<file path="config.mk">
export PLATFORM = sky130hd
export DESIGN_NAME = switch_mode_indicator_ctrl
export DESIGN_NICKNAME = d
export VERILOG_FILES = /design/src/rtl/sw_ind_pkg.sv /design/src/rtl/blink_gen.sv /design/src/rtl/switch_mode_indicator_ctrl.sv
export SDC_FILE = /design/constraint.sdc
export NUM_CORES = 1
export LEC_CHECK = 0
export BUFFER_PORTS_ARGS = -buffer_cell sky130_fd_sc_hd__buf_2
export CORE_ASPECT_RATIO = 1.5
export CORE_UTILIZATION = 45
export DETAILED_ROUTE_END_ITERATION = 10
export MAX_ROUTING_LAYER = met4
export PLACE_DENSITY = 0.7
export SYNTH_ARGS = -nofsm -noshare
export SYNTH_HDL_FRONTEND = slang
export SYNTH_SLANG_ARGS = --single-unit
export TNS_END_PERCENT = 10
</file>
<file path="constraint.sdc">
create_clock -name ref_clk -period 3.2 [get_ports ref_clk]
set_clock_uncertainty 0.2 [all_clocks]
set_input_delay 0.64 -clock ref_clk [delete_from_list [all_inputs] [get_ports ref_clk]]
set_output_delay 0.64 -clock ref_clk [all_outputs]
set_load 0.005 [all_outputs]
</file>
<file path="src/rtl/sw_ind_pkg.sv">
/*
 * Shared constants for the switch decoder and lamp controller: register
 * offsets, field positions, reset values, modes, states and blink timing.
 * Assumes a 50 MHz reference clock and a 32-bit plain register port.
 */
package sw_ind_pkg;

    // Clock and blink timing
    localparam int unsigned CLK_HZ            = 50_000_000;
    localparam int unsigned BLINK_HALF_MS     = 250;
    localparam int unsigned BLINK_HALF_CYCLES =
        (CLK_HZ / 1000) * BLINK_HALF_MS;
    // Synchroniser fill time before the switch is captured
    localparam logic [1:0]  SETTLE_CYCLES     = 2'h2;

    // Register byte offsets
    localparam logic [7:0] CTRL_OFS   = 8'h00;
    localparam logic [7:0] CMD_OFS    = 8'h04;
    localparam logic [7:0] STATUS_OFS = 8'h08;

    // Control register fields
    localparam int CTRL_W            = 10;
    localparam int CTRL_READY_BIT    = 0;
    localparam int CTRL_XFER_BIT     = 1;
    localparam int CTRL_MOVE_BIT     = 2;
    localparam int CTRL_ERR_BIT      = 3;
    localparam int CTRL_NET_USE_BIT  = 4;
    localparam int CTRL_NET_CFG_BIT  = 5;
    localparam int CTRL_NET_CARD_BIT = 6;
    localparam int CTRL_SOCK1_BIT    = 7;
    localparam int CTRL_SOCK2_BIT    = 8;
    localparam int CTRL_SWAP_BIT     = 9;
    localparam logic [CTRL_W-1:0] CTRL_RESET = 10'h000;

    // Command register fields, each a one-cycle action
    localparam int CMD_BEGUN_BIT   = 0;
    localparam int CMD_DONE_BIT    = 1;
    localparam int CMD_CLR_REQ_BIT = 2;
    localparam int CMD_RESTART_BIT = 3;

    // Status register fields
    localparam int ST_MODE_LSB    = 0;
    localparam int ST_TYPE_BIT    = 2;
    localparam int ST_SLOT_BIT    = 3;
    localparam int ST_LEVEL_BIT   = 4;
    localparam int ST_BAD_BIT     = 5;
    localparam int ST_FSM_LSB     = 6;
    localparam int ST_REQ_BIT     = 8;
    localparam int ST_LAMP_LSB    = 9;
    localparam int ST_CAPT_BIT    = 14;

    // Switch pins, pin 1 at index 0
    localparam int PIN_LEVEL = 0;
    localparam int PIN_START = 1;
    localparam int PIN_SLOT  = 2;
    localparam int PIN_TYPE  = 3;
    localparam int PIN_MODE0 = 4;
    localparam int PIN_MODE1 = 5;
    localparam logic [5:0] SW_DEFAULT = 6'h00;

    typedef enum logic [1:0] {
        MODE_NORMAL = 2'h0,
        MODE_XFER   = 2'h1,
        MODE_FORMAT = 2'h2,
        MODE_BAD    = 2'h3
    } mode_t;

    typedef enum logic [1:0] {
        FS_OFF     = 2'h0,
        FS_STANDBY = 2'h1,
        FS_BUSY    = 2'h3,
        FS_DONE    = 2'h2
    } fmt_state_t;

endpackage

</file>
<file path="src/rtl/blink_gen.sv">
/*
 * Blink phase generator: a free counter that flips a phase flag every
 * HALF_CYCLES clocks. Assumes one clock and an asynchronous low reset.
 */
`timescale 1ns/1ps
`default_nettype none

module blink_gen #(
    parameter int unsigned HALF_CYCLES = 4
) (
    // Clock and reset
    input  wire logic ref_clk,
    input  wire logic rst_n,
    // Phase out
    output logic      blink_q
);
    localparam int CW = $clog2(HALF_CYCLES + 1);
    localparam logic [CW-1:0] LAST = CW'(HALF_CYCLES - 1);

    logic [CW-1:0] cnt_q;
    wire           wrap = (cnt_q == LAST);

    always_ff @(posedge ref_clk or negedge rst_n) begin
        if (!rst_n) begin
            cnt_q   <= '0;
            blink_q <= 1'b0;
        end else if (wrap) begin
            cnt_q   <= '0;
            blink_q <= ~blink_q;
        end else begin
            cnt_q <= cnt_q + 1'b1;
        end
    end
endmodule

`default_nettype wire

</file>
<file path="src/rtl/switch_mode_indicator_ctrl.sv">
/*
 * Switch decoder, card format sequencer and status lamp driver for a
 * memory-card expansion unit. Holds a plain register port for the unit's
 * firmware. Assumes the six switch pins are asynchronous and the unit
 * restart is rst_n or the restart command.
 */
// Our own choices: the register offsets and the strobed register port.
`timescale 1ns/1ps
`default_nettype none

module switch_mode_indicator_ctrl #(
    parameter int unsigned BLINK_HALF = sw_ind_pkg::BLINK_HALF_CYCLES
) (
    // Clock and reset
    input  wire logic        ref_clk,
    input  wire logic        rst_n,
    // Configuration switch, pin 1 at bit 0
    input  wire logic [5:0]  sw_pin,
    // Register port
    input  wire logic [7:0]  reg_addr,
    input  wire logic [31:0] reg_wdata,
    input  wire logic        reg_wr,
    input  wire logic        reg_rd,
    output logic      [31:0] reg_rdata,
    // Decoded settings
    output logic      [1:0]  startup_mode,
    output logic             format_flash,
    output logic             format_slot_two,
    output logic             level_zero,
    // Lamps
    output logic             run_lamp,
    output logic             error_lamp,
    output logic             socket_one_activity_lamp,
    output logic             socket_two_activity_lamp,
    output logic             format_lamp
);
    // Switch synchroniser
    logic [5:0] sw_s1_q;
    logic [5:0] sw_s2_q;
    logic       start_prev_q;

    always_ff @(posedge ref_clk or negedge rst_n) begin
        if (!rst_n) begin
            sw_s1_q <= sw_ind_pkg::SW_DEFAULT;
            sw_s2_q <= sw_ind_pkg::SW_DEFAULT;
        end else begin
            sw_s1_q <= sw_pin;
            sw_s2_q <= sw_s1_q;
        end
    end

    // Register decode
    wire wr_ctrl = reg_wr && (reg_addr == sw_ind_pkg::CTRL_OFS);
    wire wr_cmd  = reg_wr && (reg_addr == sw_ind_pkg::CMD_OFS);
    wire cmd_begun   = wr_cmd && reg_wdata[sw_ind_pkg::CMD_BEGUN_BIT];
    wire cmd_done    = wr_cmd && reg_wdata[sw_ind_pkg::CMD_DONE_BIT];
    wire cmd_clr_req = wr_cmd && reg_wdata[sw_ind_pkg::CMD_CLR_REQ_BIT];
    wire cmd_restart = wr_cmd && reg_wdata[sw_ind_pkg::CMD_RESTART_BIT];

    // Capture at restart, once the synchroniser holds real pin levels
    logic [1:0]             settle_q;
    logic                   captured_q;
    sw_ind_pkg::mode_t      mode_q;
    logic                   type_q;
    logic                   slot_q;
    logic                   level_q;
    wire                    capture_now = !captured_q &&
                            (settle_q == sw_ind_pkg::SETTLE_CYCLES);
    wire [1:0]              mode_pins = {sw_s2_q[sw_ind_pkg::PIN_MODE1],
                                         sw_s2_q[sw_ind_pkg::PIN_MODE0]};

    always_ff @(posedge ref_clk or negedge rst_n) begin
        if (!rst_n) begin
            settle_q   <= 2'h0;
            captured_q <= 1'b0;
            mode_q     <= sw_ind_pkg::MODE_NORMAL;
            type_q     <= 1'b0;
            slot_q     <= 1'b0;
            level_q    <= 1'b0;
        end else if (cmd_restart) begin
            settle_q   <= 2'h0;
            captured_q <= 1'b0;
        end else if (capture_now) begin
            captured_q <= 1'b1;
            mode_q     <= sw_ind_pkg::mode_t'(mode_pins);
            type_q     <= sw_s2_q[sw_ind_pkg::PIN_TYPE];
            slot_q     <= sw_s2_q[sw_ind_pkg::PIN_SLOT];
            level_q    <= sw_s2_q[sw_ind_pkg::PIN_LEVEL];
        end else if (!captured_q) begin
            settle_q <= settle_q + 2'h1;
        end
    end

    // Start pin edge of either direction, valid only in format standby
    sw_ind_pkg::fmt_state_t fsm_q;
    logic                   req_q;
    logic                   capture_q_edge;
    wire start_pin    = sw_s2_q[sw_ind_pkg::PIN_START];
    wire start_toggle = captured_q && (start_pin != start_prev_q);
    wire start_take   = start_toggle &&
                        (fsm_q == sw_ind_pkg::FS_STANDBY);
    wire mode_bad     = captured_q && (mode_q == sw_ind_pkg::MODE_BAD);

    always_ff @(posedge ref_clk or negedge rst_n) begin
        if (!rst_n) begin
            start_prev_q <= 1'b0;
        end else begin
            start_prev_q <= start_pin;
        end
    end

    // Pending request: a new toggle beats a clear in the same cycle
    always_ff @(posedge ref_clk or negedge rst_n) begin
        if (!rst_n) begin
            req_q <= 1'b0;
        end else if (start_take) begin
            req_q <= 1'b1;
        end else if (cmd_clr_req || cmd_begun || !captured_q) begin
            req_q <= 1'b0;
        end
    end

    // Format sequencer
    always_ff @(posedge ref_clk or negedge rst_n) begin
        if (!rst_n) begin
            fsm_q <= sw_ind_pkg::FS_OFF;
        end else if (!captured_q) begin
            fsm_q <= sw_ind_pkg::FS_OFF;
        end else begin
            unique case (fsm_q)
                sw_ind_pkg::FS_OFF: begin
                    if (capture_q_edge && mode_q == sw_ind_pkg::MODE_FORMAT)
                        fsm_q <= sw_ind_pkg::FS_STANDBY;
                end
                sw_ind_pkg::FS_STANDBY: begin
                    if (cmd_begun && req_q)
                        fsm_q <= sw_ind_pkg::FS_BUSY;
                end
                sw_ind_pkg::FS_BUSY: begin
                    if (cmd_done)
                        fsm_q <= sw_ind_pkg::FS_DONE;
                end
                sw_ind_pkg::FS_DONE: begin
                    fsm_q <= sw_ind_pkg::FS_DONE;
                end
            endcase
        end
    end

    // One cycle after capture, the latched mode is settled
    always_ff @(posedge ref_clk or negedge rst_n) begin
        if (!rst_n) begin
            capture_q_edge <= 1'b0;
        end else begin
            capture_q_edge <= capture_now;
        end
    end

    // Firmware control word
    logic [sw_ind_pkg::CTRL_W-1:0] ctrl_q;
    always_ff @(posedge ref_clk or negedge rst_n) begin
        if (!rst_n) begin
            ctrl_q <= sw_ind_pkg::CTRL_RESET;
        end else if (wr_ctrl) begin
            ctrl_q <= reg_wdata[sw_ind_pkg::CTRL_W-1:0];
        end
    end

    // Blink phase shared by all flashing lamps
    logic blink;
    blink_gen #(
        .HALF_CYCLES (BLINK_HALF)
    ) u_blink (
        .ref_clk (ref_clk),
        .rst_n   (rst_n),
        .blink_q (blink)
    );

    // Lamp terms
    wire c_ready = ctrl_q[sw_ind_pkg::CTRL_READY_BIT];
    wire c_xfer  = ctrl_q[sw_ind_pkg::CTRL_XFER_BIT];
    wire c_move  = ctrl_q[sw_ind_pkg::CTRL_MOVE_BIT];
    wire c_err   = ctrl_q[sw_ind_pkg::CTRL_ERR_BIT];
    wire c_net   = ctrl_q[sw_ind_pkg::CTRL_NET_USE_BIT];
    wire c_ncfg  = ctrl_q[sw_ind_pkg::CTRL_NET_CFG_BIT];
    wire c_ncard = ctrl_q[sw_ind_pkg::CTRL_NET_CARD_BIT];
    wire c_s1    = ctrl_q[sw_ind_pkg::CTRL_SOCK1_BIT];
    wire c_s2    = ctrl_q[sw_ind_pkg::CTRL_SOCK2_BIT];
    wire c_swap  = ctrl_q[sw_ind_pkg::CTRL_SWAP_BIT];
    wire busy    = (fsm_q == sw_ind_pkg::FS_BUSY);

    // Swap darkening wins, so a card change never shows as a run flash
    wire run_d = c_swap ? 1'b0 :
                 c_move ? blink : (c_ready || c_xfer);
    wire err_d = c_err || (c_net && (c_ncfg || c_ncard)) ||
                 mode_bad;
    wire s1_d  = (busy && !slot_q) ? blink : c_s1;
    wire s2_d  = (busy && slot_q) ? blink : c_s2;
    wire fmt_d = (fsm_q == sw_ind_pkg::FS_STANDBY) ? blink :
                 busy;

    always_ff @(posedge ref_clk or negedge rst_n) begin
        if (!rst_n) begin
            run_lamp                 <= 1'b0;
            error_lamp               <= 1'b0;
            socket_one_activity_lamp <= 1'b0;
            socket_two_activity_lamp <= 1'b0;
            format_lamp              <= 1'b0;
        end else begin
            run_lamp                 <= run_d;
            error_lamp               <= err_d;
            socket_one_activity_lamp <= s1_d;
            socket_two_activity_lamp <= s2_d;
            format_lamp              <= fmt_d;
        end
    end

    // Decoded settings out, level 0 when pin 1 is on
    assign startup_mode    = mode_q;
    assign format_flash    = type_q;
    assign format_slot_two = slot_q;
    assign level_zero      = level_q;

    // Read path, data valid only in the cycle after the strobe
    wire [4:0]  lamps = {format_lamp, socket_two_activity_lamp,
                         socket_one_activity_lamp, error_lamp, run_lamp};
    wire [31:0] status_word = {17'h00000, captured_q, lamps, req_q,
                               fsm_q, mode_bad, level_q, slot_q,
                               type_q, mode_q};
    wire [31:0] rd_mux =
        (reg_addr == sw_ind_pkg::CTRL_OFS)   ? {22'h000000, ctrl_q} :
        (reg_addr == sw_ind_pkg::STATUS_OFS) ? status_word : 32'h00000000;

    always_ff @(posedge ref_clk or negedge rst_n) begin
        if (!rst_n) begin
            reg_rdata <= 32'h00000000;
        end else begin
            reg_rdata <= reg_rd ? rd_mux : 32'h00000000;
        end
    end

    // Checks
    property p_mode_decode;
        @(posedge ref_clk) disable iff (!rst_n)
        capture_now && !cmd_restart |=> mode_q == $past(mode_pins);
    endproperty
    a_mode_decode: assert property (p_mode_decode)
        else $error("startup mode not taken from pins 6 and 5");

    property p_type_decode;
        @(posedge ref_clk) disable iff (!rst_n)
        capture_now && !cmd_restart |=> type_q == $past(sw_s2_q[3]);
    endproperty
    a_type_decode: assert property (p_type_decode)
        else $error("format type not taken from pin 4");

    property p_slot_decode;
        @(posedge ref_clk) disable iff (!rst_n)
        capture_now && !cmd_restart |=> slot_q == $past(sw_s2_q[2]);
    endproperty
    a_slot_decode: assert property (p_slot_decode)
        else $error("format slot not taken from pin 3");

    property p_level_decode;
        @(posedge ref_clk) disable iff (!rst_n)
        capture_now && !cmd_restart |=> level_zero == $past(sw_s2_q[0]);
    endproperty
    a_level_decode: assert property (p_level_decode)
        else $error("operating level not taken from pin 1");

    property p_start_req;
        @(posedge ref_clk) disable iff (!rst_n)
        fsm_q == sw_ind_pkg::FS_STANDBY && start_pin != start_prev_q
        |=> req_q;
    endproperty
    a_start_req: assert property (p_start_req)
        else $error("start pin change did not raise a request");

    property p_start_ignored;
        @(posedge ref_clk) disable iff (!rst_n)
        mode_q != sw_ind_pkg::MODE_FORMAT |-> !req_q && !busy;
    endproperty
    a_start_ignored: assert property (p_start_ignored)
        else $error("start request outside format mode");

    property p_hold_settings;
        @(posedge ref_clk) disable iff (!rst_n)
        captured_q ##1 captured_q |-> $stable(mode_q) && $stable(level_q);
    endproperty
    a_hold_settings: assert property (p_hold_settings)
        else $error("settings changed without a restart");

    property p_fmt_blink;
        @(posedge ref_clk) disable iff (!rst_n)
        fsm_q == sw_ind_pkg::FS_STANDBY |=> format_lamp == $past(blink);
    endproperty
    a_fmt_blink: assert property (p_fmt_blink)
        else $error("format lamp not blinking in standby");

    property p_fmt_busy;
        @(posedge ref_clk) disable iff (!rst_n)
        busy ##1 busy |-> format_lamp;
    endproperty
    a_fmt_busy: assert property (p_fmt_busy)
        else $error("format lamp not steady while formatting");

    property p_fmt_done;
        @(posedge ref_clk) disable iff (!rst_n)
        busy && cmd_done |=> ##1 !format_lamp;
    endproperty
    a_fmt_done: assert property (p_fmt_done)
        else $error("format lamp still on after completion");

    property p_err_lamp;
        @(posedge ref_clk) disable iff (!rst_n)
        c_err || mode_bad |=> error_lamp;
    endproperty
    a_err_lamp: assert property (p_err_lamp)
        else $error("error lamp dark on a fault");

    c_begin: cover property (@(posedge ref_clk) disable iff (!rst_n)
        fsm_q == sw_ind_pkg::FS_STANDBY ##1 busy);
    c_finish: cover property (@(posedge ref_clk) disable iff (!rst_n)
        busy ##1 fsm_q == sw_ind_pkg::FS_DONE);
    c_bad_mode: cover property (@(posedge ref_clk) disable iff (!rst_n)
        $rose(mode_bad));
endmodule

`default_nettype wire

</file>
==> results of run 1 <==
==> power by group through the flow <==
stage	registers [mW]	clock network, mW	logic, mW
floorplan	1.10	0	0.0931
finish	1.10	0.853	0.139
detailed placement	1.12	0	0.142
global placement	1.12	0	0.135
global route	1.10	0.910	0.161
CTS	1.10	0.875	0.142
==> cell usage after synthesis, types with 6 or more instances <==
master	instances	share of area [%]
a21oi_1	12	1.8
and3_1	6	1.1
buf_4	17	3.8
dfrtp_1	80	59
inv_1	7	0.78
mux2_2	17	5.7
mux2i_1	9	2.7
nand2_1	8	0.89
nand3_1	9	1.3
nand4_1	7	1.3
nor2_1	21	2.3
o21ai_0	9	1.3
or3_1	6	1.1
or4_1	6	1.3
xnor2_1	9	2.3
xor2_1	6	1.6
==> per-layer routing <==
| layer | part of all wire (%) | track usage [%] |
|---|---|---|
| met1 | 41 | 19.9 |
| met3 | 4.0 | 4.47 |
| met2 | 53 | 29.6 |
| met5 | 0 | - |
| met4 | 2.0 | 8.96 |
==> worst max path at each step <==
stage	slack, ps	start	end	cells past startpoint
after CTS	860	reg_addr[1]	ctrl_q[5]	4
after global placement	510	reg_addr[1]	ctrl_q[0]	4
after global routing	770	u_blink.cnt_q[5]	u_blink.cnt_q[23]	4
after floorplan	840	reg_addr[1]	ctrl_q[0]	4
after detailed placement	490	reg_addr[1]	ctrl_q[5]	4
final	870	reg_addr[1]	ctrl_q[7]	4
==> area by class of cell <==
| class | instances | area, sq um |
|---|---|---|
| Clock buffer | 14 | 173 |
| Clock inverter | 2 | 60.1 |
| Fill cell | 630 | 3330 |
| Inverter | 7 | 26.3 |
| Multi-Input combinational cell | 179 | 1220 |
| Sequential cell | 80 | 2000 |
| Tap cell | 100 | 125 |
| Timing Repair Buffer | 56 | 293 |
==> registers in the layout (all words and copies together), names as in the netlist, 2 cells and up <==
signal,cells
reg_rdata,15
u_blink.cnt_q,24
settle_q,2
sw_s2_q,6
ctrl_q,10
sw_s1_q,6
startup_mode,2
fsm_q,2
==> logic make-up (layout without fill, tap and decap cells) <==
family	Yosys count	in the layout	share of synthesized area [%]
mux	26	26	8.36
compound gates	32	32	5.68
xor+xnor	15	15	3.90
simple gates	87	87	15.6
buf+inv	33	79	6.13
flops	80	80	59.4
other cells	1	17	0.111
fa+ha+maj	2	2	0.743
==> worst reg2reg max path: cells and delay by family (launching register included) <==
family           cells  cell delay (ps)
AO/OA/AOI/OAI        1              150
flip-flops           1              440
AND/OR/NAND/NOR      3             1330
==> through the flow <==
| stage | setup WS (ps) | hold WS (ps) | utilization, % | std cells | cell area (sq um) |
|---|---|---|---|---|---|
| after detailed placement | 486 | 135 | 50.7 | 422 | 3670 |
| after CTS | 858 | 152 | 53.9 | 438 | 3900 |
| after floorplan | 841 | 131 | - | 292 | 3430 |
| final | 874 | 150 | 53.9 | 438 | 3900 |
| after global routing | 767 | 158 | 53.9 | 438 | 3900 |
| after global placement | 510 | 132 | 50.7 | 422 | 3670 |
==> metrics, run 1 <==
cells along the critical path=buf_2, or4_1, nor3_4, mux2_2; commonest cells after routing, fill and taps aside=dfrtp_1, buf_2, nor2_1; top achievable clock speed=0.430 GHz; register area share after synthesis=59.4%; setup slack, reg-to-reg=1010 ps; Slew Limit Fails=0; Post-synth EDFFs=0; Worst R2R Path Depth=4; Lkg Pwr=1.91 nW; Die Width=72.6 um; CP max-delay cell=or4_1; diode count=0; DR WL/cell=13.9 um; hold_sp=sw_s1_q[3]; Setup CP Type=input pin to register; CTS Sinks=80; vias in the first global route=2,224; row cnt=38; number of nets in the layout=385; port buffer count=52; number of max-cap violations=0; Synth async-reset ratio=100%; largest fanout on the critical path=10; mapped cell area=0.00337 sq mm; max incr delay on CP=680 ps; Core Region=0.00723 sq mm; combinational fraction of design power=6.6%; Area Growth Syn to Fin=15.8%; Slew Limit Headroom=35.3%; vias per cell=5.04; Post-Route WL=6.08 mm; Hold Violations, Final=0; worst vdd ir=0.000223 V; Power Total=2.09 mW; final RePlAce weighted congestion=0.768; Top delay family on crit path=simple AND/OR/NAND/NOR gates; first-pass GRT wire length=10.3 mm; IO Pins=92; hold worst-path end=sw_s2_q[3]; Worst EP arrival=2360 ps; later-pin clock latency in the skew report=350 ps; Final min period=2330 ps; slew at the pin closest to its max-slew limit=970 ps; Worst setup SP type=input pin; status=completed; sequential share of power=52.5%; Synth Area per Inst=12.2 sq um; Clock transition at path regs=70 ps; Root Driver=clkbuf_8; Yosys reg bits=80; antenna viol nets, final=0; hold_buf cts=0; GR Overflow Total=0; drt pass-1 iters=4; drc violations=0; largest net degree at the start of global routing=81; TritonCTS Buffers=9; Initial Util=46.6%; post-CTS resize count=0; Worst Hold Class=register to register; Int Power=1.63 mW; CP Capture Type=register; final setup vio count=0; most common cell after layout, fill and taps aside=dfrtp_1; Yosys warning count=0; FF-to-FF Start=u_blink.cnt_q[5]; cell count after synthesis=276; reg2reg end=u_blink.cnt_q[23]; share of layout cells above drive strength 1=27.8%; CTS H-tree depth=3; fraction of the cycle the final worst path needs=72.7%; CTS tree=built; die area=0.00784 sq mm; Longest Clk Path Bufs=2; Critical Path RT=3230 ps; hold depth=0; Post-CTS Setup Bufs=0; Unique masters post-synth=43; First DRT Iteration DRCs=77; via count=2,206; Sw Ratio=22.3%; clock share of power=40.8%; DP Wirelength=4.23 mm; Buf/Inv on CP=1; Top FF cell, synth=dfrtp_1; setup TNS=0 ps; pwr dens=536 mW/mm^2; RSZ-0062 raised after global routing=no; initial antenna violation count=0; die height=108 um; GRT Overall Usage=17.9%; Psw=0.466 mW
No activity file was read; power rests on OpenSTA's default activity.
==> run 2: changes to the inputs <==
--- a/config.mk
+++ b/config.mk
@@ -5,12 +5,13 @@
 export SDC_FILE = /design/constraint.sdc
 export NUM_CORES = 1
 export LEC_CHECK = 0
+export ABC_AREA = 1
 export BUFFER_PORTS_ARGS = -buffer_cell sky130_fd_sc_hd__buf_2
 export CORE_ASPECT_RATIO = 1.5
 export CORE_UTILIZATION = 45
 export DETAILED_ROUTE_END_ITERATION = 10
 export MAX_ROUTING_LAYER = met4
-export PLACE_DENSITY = 0.7
+export PLACE_DENSITY = 0.72
 export SYNTH_ARGS = -nofsm -noshare
 export SYNTH_HDL_FRONTEND = slang
 export SYNTH_SLANG_ARGS = --single-unit
==> constraint.sdc (replaced) <==
create_clock -name ref_clk -period 1.95 [get_ports ref_clk]
set_clock_uncertainty 0.2 [all_clocks]
set_input_delay 0.39 -clock ref_clk [delete_from_list [all_inputs] [get_ports ref_clk]]
set_output_delay 0.39 -clock ref_clk [all_outputs]
set_load 0.005 [all_outputs]
==> run 2 against run 1 <==
Effect of this change: synthesized cell count rose by 64%; worst setup slack got worse by 700 ps; core utilization grew 2.3 points; flip-flop and latch count is the same.
==> metrics, run 2 <==
top post-synthesis cells by count=nand2_1, dfrtp_1, nor2_1, inv_1, nand3_1; grt met3 use=4.84%; Worst EP arrival=1800 ps; Yosys warning count=0; via count=3,059; largest registers=u_blink.cnt_q (24), reg_rdata (15), ctrl_q (10); Top delay family on crit path=simple AND/OR/NAND/NOR gates; antenna viol nets, final=0; Critical Path RT=1970 ps; Worst setup SP type=register; setup TNS=0 ps; initial antenna violation count=0; Synth top area share=52.3%; final RePlAce weighted congestion=0.921; most common cell after layout, fill and taps aside=nand2_1; number of nets in the layout=574; fin cells=632; Slew Limit Fails=0; pwr dens=884 mW/mm^2; CTS tree=built; Yosys reg bits=80; mapped cell area=0.00383 sq mm; register area share after synthesis=52.3%; Die Width=77.3 um; Top cell by count, worst path=nor2_1; max incr delay on CP=380 ps; Setup crit start=u_blink.cnt_q[0]; largest net degree at the start of global routing=34; DP Wirelength=6.31 mm; vias in the first global route=2,934; port buffer count=52; synth top area cells=dfrtp_1, nand2_1, nand3_1; Post-synth EDFFs=0; row cnt=40; drc violations=0; Setup CP Type=register to register; status=completed; post-CTS resize count=0; fraction of the cycle the final worst path needs=91.0%; GRT Overall Usage=20.7%; CP Capture Type=register; fin util=56.3%; met1 Use GR=21.2%; drt pass-1 iters=5; CTS Sinks=80; later-pin clock latency in the skew report=340 ps; CTS H-tree depth=3; top achievable clock speed=0.564 GHz; Root Driver=clkbuf_16; Synth Area per Inst=8.48 sq um; Longest Clk Path Bufs=2; met2 Track Usage GR=36.3%; RSZ-0062 raised after global routing=no; IO Pins=92; die height=115 um; First DRT Iteration DRCs=125; Buf/Inv on CP=1; diode count=0; cells along the critical path=ha_1, nand2_2, nor2_1, inv_2, nor2_2, nand3_1, nand2_1, nor2_1; largest fanout on the critical path=5; first-pass GRT wire length=13.5 mm; Worst Hold Class=input pin to register; worst vdd ir=0.000644 V; Area Growth Syn to Fin=19.1%; vias per cell=4.84; Lkg Pwr=2.31 nW; largest area contributor in the netlist=dfrtp_1; Most flops, register=u_blink.cnt_q; Hold Violations, Final=0; busiest grt layer=met2; commonest cells after routing, fill and taps aside=nand2_1, dfrtp_1, nor2_1; number of max-cap violations=0; CP max-delay cell=dfrtp_1; Post-Route WL=8.14 mm; FF-to-FF Start=u_blink.cnt_q[0]; GR Overflow Total=0; Final min period=1770 ps; die area=0.00889 sq mm; Unique masters post-synth=32; Core Region=0.00811 sq mm; Synth async-reset ratio=100%; Largest register FFs=24; hold_sp=reg_wdata[4]; TritonCTS Buffers=9; DP Cell Count=609; Top FF cell, synth=dfrtp_1; Initial Util=47.3%; Clock transition at path regs=60 ps; cell count after synthesis=452; final setup vio count=0; share of layout cells above drive strength 1=19.2%; DR WL/cell=12.9 um; most common cell in the netlist=nand2_1
==> run 2: cell types whose count changed in the layout (fill, tap and decap cells not counted), moves of 9 or more <==
cell	change
clkbuf_16	+9
clkbuf_8	-12
inv_1	+43
mux2_2	-17
mux2i_1	-9
nand2_1	+101
nand3_1	+40
nor2_1	+37
==> run 2: logic make-up after synthesis <==
family / after synthesis / synth area share, %
buffers and inverters: 75 / 9.18
and+or+nand+nor: 261 / 32.2
xor gates and xnor gates: 11 / 2.51
adders and majority gates: 2 / 0.653
AOI/OAI and AO/OA: 22 / 3.10
DFF: 80 / 52.3
other: 1 / 0.0979
==> run 2: tightest hold or removal path: stages <==
cell,delay [ps]
buf_2,70
nand3_1,70
nand2_1,70
==> run 2: worst paths after layout <==
| check | slack, ps | depth (start not counted) | end |
|---|---|---|---|
| max in group asynchronous | 710 | 3 | u_blink.cnt_q[6] |
| worst max register to register | 180 | 8 | u_blink.cnt_q[17] |
| worst max-delay path | 180 | 8 | u_blink.cnt_q[17] |
| min in group asynchronous | 330 | 2 | reg_rdata[0] |
| worst min register to register | 150 | 0 | sw_s2_q[2] |
| worst min-delay path | 100 | 3 | ctrl_q[4] |
==> run 2: final cells by class <==
| class | count | area (sq um) |
|---|---|---|
| sequential | 80 | 2000 |
| clock buffer | 11 | 233 |
| inverter | 53 | 199 |
| multi-input combinational | 313 | 1540 |
| tap | 105 | 131 |
| timing repair buffer | 65 | 403 |
| clock inverter | 5 | 57.6 |
| fill | 771 | 3540 |
==> run 2: metal layers <==
metal | routed length (um) | vias up
li1 | - | 1539
met1 | 3240 | 1422
met2 | 4300 | 82
met3 | 335 | 16
met4 | 257 | 0
met5 | 0 | -
==> run 2: per-stage QoR <==
step	power (mW)	hold WS, ps	cell area [sq um]	worst slack, ps
after detailed placement	2.40	135	4200	144
after floorplan	2.17	-106	3890	383
final	4.03	96.4	4560	176
after CTS	4.07	95.9	4560	158
after global placement	2.38	132	4200	192
after global routing	4.22	95.9	4560	50.9
==> run 2: what timing repair did <==
item / 4_1_cts / 5_1_grt
hold endpoints to repair: 34 / 0
hold buffers: 7 / 0
buffers inserted: 0 / 0
==> run 2: report_power, final <==
group | total (mW) | switching (mW) | leakage [nW] | internal (mW)
clock | 1.65 | 0.663 | 0.132 | 0.990
combinational | 0.474 | 0.286 | 1.14 | 0.188
sequential | 1.91 | 0.113 | 1.04 | 1.79
total | 4.03 | 1.06 | 2.31 | 2.97
==> run 3: changes to the inputs <==
==> constraint.sdc (replaced) <==
create_clock -name ref_clk -period 1.6 [get_ports ref_clk]
set_clock_uncertainty 0.2 [all_clocks]
set_input_delay 0.32 -clock ref_clk [delete_from_list [all_inputs] [get_ports ref_clk]]
set_output_delay 0.32 -clock ref_clk [all_outputs]
set_load 0.005 [all_outputs]
==> run 3 against run 2 <==
Effect of this change: critical path depth is 1 higher; routed wire length is 6.6% higher; cell count increased by 4.4%; hold slack worse by 83 ps; sequential share of layout area decreased by 3.1 points; non-clock buffer count grew 28; clock-buffer cell count rose by 1; critical path type unchanged; the run now ends with negative setup slack left; total power rose by 29%.
==> metrics, run 3 (synthesized netlist as in run 2, its figures left out) <==
vias in the first global route=3,235; TritonCTS Buffers=9; Slew Limit Fails=0; drc violations=0; via count=3,199; Initial Util=47.3%; drt pass-1 iters=4; GRT Overall Usage=22.3%; final setup vio count=8; port buffer count=52; die height=115 um; Most flops, register=u_blink.cnt_q; max incr delay on CP=390 ps; worst hold slack=13.0 ps; Worst Hold Class=input pin to register; setup slack, reg-to-reg=-80 ps; number of max-cap violations=0; GR Overflow Total=0; fin cells=660; Metal-1 WL=3.32 mm; RSZ-0062 raised after global routing=yes; First DRT Iteration DRCs=180; initial antenna violation count=0; fraction of the cycle the final worst path needs=105%; most common cell after layout, fill and taps aside=nand2_1; row cnt=40; DP Wirelength=6.72 mm; largest fanout on the critical path=4; failing checks=negative setup slack; diode count=0; final instance area=0.00491 sq mm; Worst EP arrival=1710 ps; die area=0.00889 sq mm; CP max-delay cell=dfrtp_1; Lkg Pwr=2.50 nW; vias per cell=4.85; uppermost layer routed=met4; Post-Route WL=8.67 mm; Final WS setup=-77.1 ps; Setup CP Type=register to register; hold worst-path end=ctrl_q[5]; FF-to-FF Start=u_blink.cnt_q[1]; CTS Sinks=80; top achievable clock speed=0.596 GHz; IO Pins=92; final RePlAce weighted congestion=0.952; Clock transition at path regs=60 ps; met3 wire len=380 um; DP Cell Count=633; Worst R2R Path Depth=9; Core Region=0.00811 sq mm; CP Capture Type=register; largest net degree at the start of global routing=32; hold_sp=reg_wdata[5]; Area Growth Syn to Fin=28.2%; Die Width=77.3 um; CTS tree=built; number of nets in the layout=602; antenna viol nets, final=0; Root Driver=clkbuf_16; cells along the critical path=ha_4, nand2_4, nor2_4, inv_2, nor2_2, nand2_2, nor3_4, buf_6, nor2_1; pwr dens=1060 mW/mm^2; hold depth=3; status=finished, violations left; Hold Violations, Final=0; largest registers=u_blink.cnt_q (24), reg_rdata (15), ctrl_q (10); CTS H-tree depth=3; Final min period=1680 ps; Worst setup SP type=register; first-pass GRT wire length=14.6 mm; met2 wire len=4.67 mm; Longest Clk Path Bufs=2; worst vdd ir=0.000704 V; reg2reg end=u_blink.cnt_q[18]; commonest cells after routing, fill and taps aside=nand2_1, dfrtp_1, buf_2; Cell Area, Placed=0.00438 sq mm; Largest register FFs=24; share of layout cells above drive strength 1=27.2%; later-pin clock latency in the skew report=340 ps; Critical Path RT=1630 ps; DR WL/cell=13.1 um
-- run 3: area by class of cell --
cell class	instances	area [sq um]
clock buffer	12	256
clock inverter	4	76.3
tap	105	131
fill	721	3200
multi-input combinational	313	1630
timing repair buffer	93	621
inverter	53	199
sequential	80	2000
-- run 3: critical path, delay by kind of cell, from the launching register on --
family,cells,cell delay [ps]
simple gates,6,610
flops,1,390
buf+inv,2,200
fa+ha+maj,1,170
-- run 3: metal layers --
layer,global-route usage [%],vias to the layer above
li1,-,1594
met1,22.5,1487
met2,39.3,95
met3,5.32,23
met4,12.6,0
met5,-,-
-- run 3: worst max path at each step --
stage                                start           endpoint  slack [ps]  depth (start not counted)
after global placement    u_blink.cnt_q[0]  u_blink.cnt_q[17]         -50                          8
after CTS                 u_blink.cnt_q[1]  u_blink.cnt_q[21]         -50                          9
after global routing      u_blink.cnt_q[1]  u_blink.cnt_q[18]        -170                          9
final                     u_blink.cnt_q[1]  u_blink.cnt_q[18]         -80                          9
after floorplan           u_blink.cnt_q[0]  u_blink.cnt_q[19]          30                          8
after detailed placement  u_blink.cnt_q[1]   u_blink.cnt_q[6]         -90                          7
-- run 3: where the power goes --
| group | internal [mW] | total (mW) | switching [mW] |
|---|---|---|---|
| logic | 0.235 | 0.606 | 0.371 |
| registers | 2.19 | 2.33 | 0.142 |
| clock network | 1.45 | 2.25 | 0.799 |
-- run 3: what timing repair did --
item,4_1_cts,5_1_grt
endpoints found under the setup margin,19,24
gates resized for setup,4,25
endpoints found under the hold margin,58,0
pin swaps,0,7
buffers inserted,0,4
hold buffers,7,0
-- run 3: stage by stage --
stage / util (%) / setup TNS (ps) / power (mW) / setup slack, ps
2_1_floorplan: - / 0 / 2.65 / 32.7
3_3_place_gp: 54.1 / -240 / 2.92 / -48.5
3_5_place_dp: 54.1 / -897 / 2.95 / -85.4
4_1_cts: 59.2 / -461 / 5.23 / -53.4
5_1_grt: 60.6 / -1660 / 5.42 / -169
6_report: 60.6 / -462 / 5.19 / -77.1
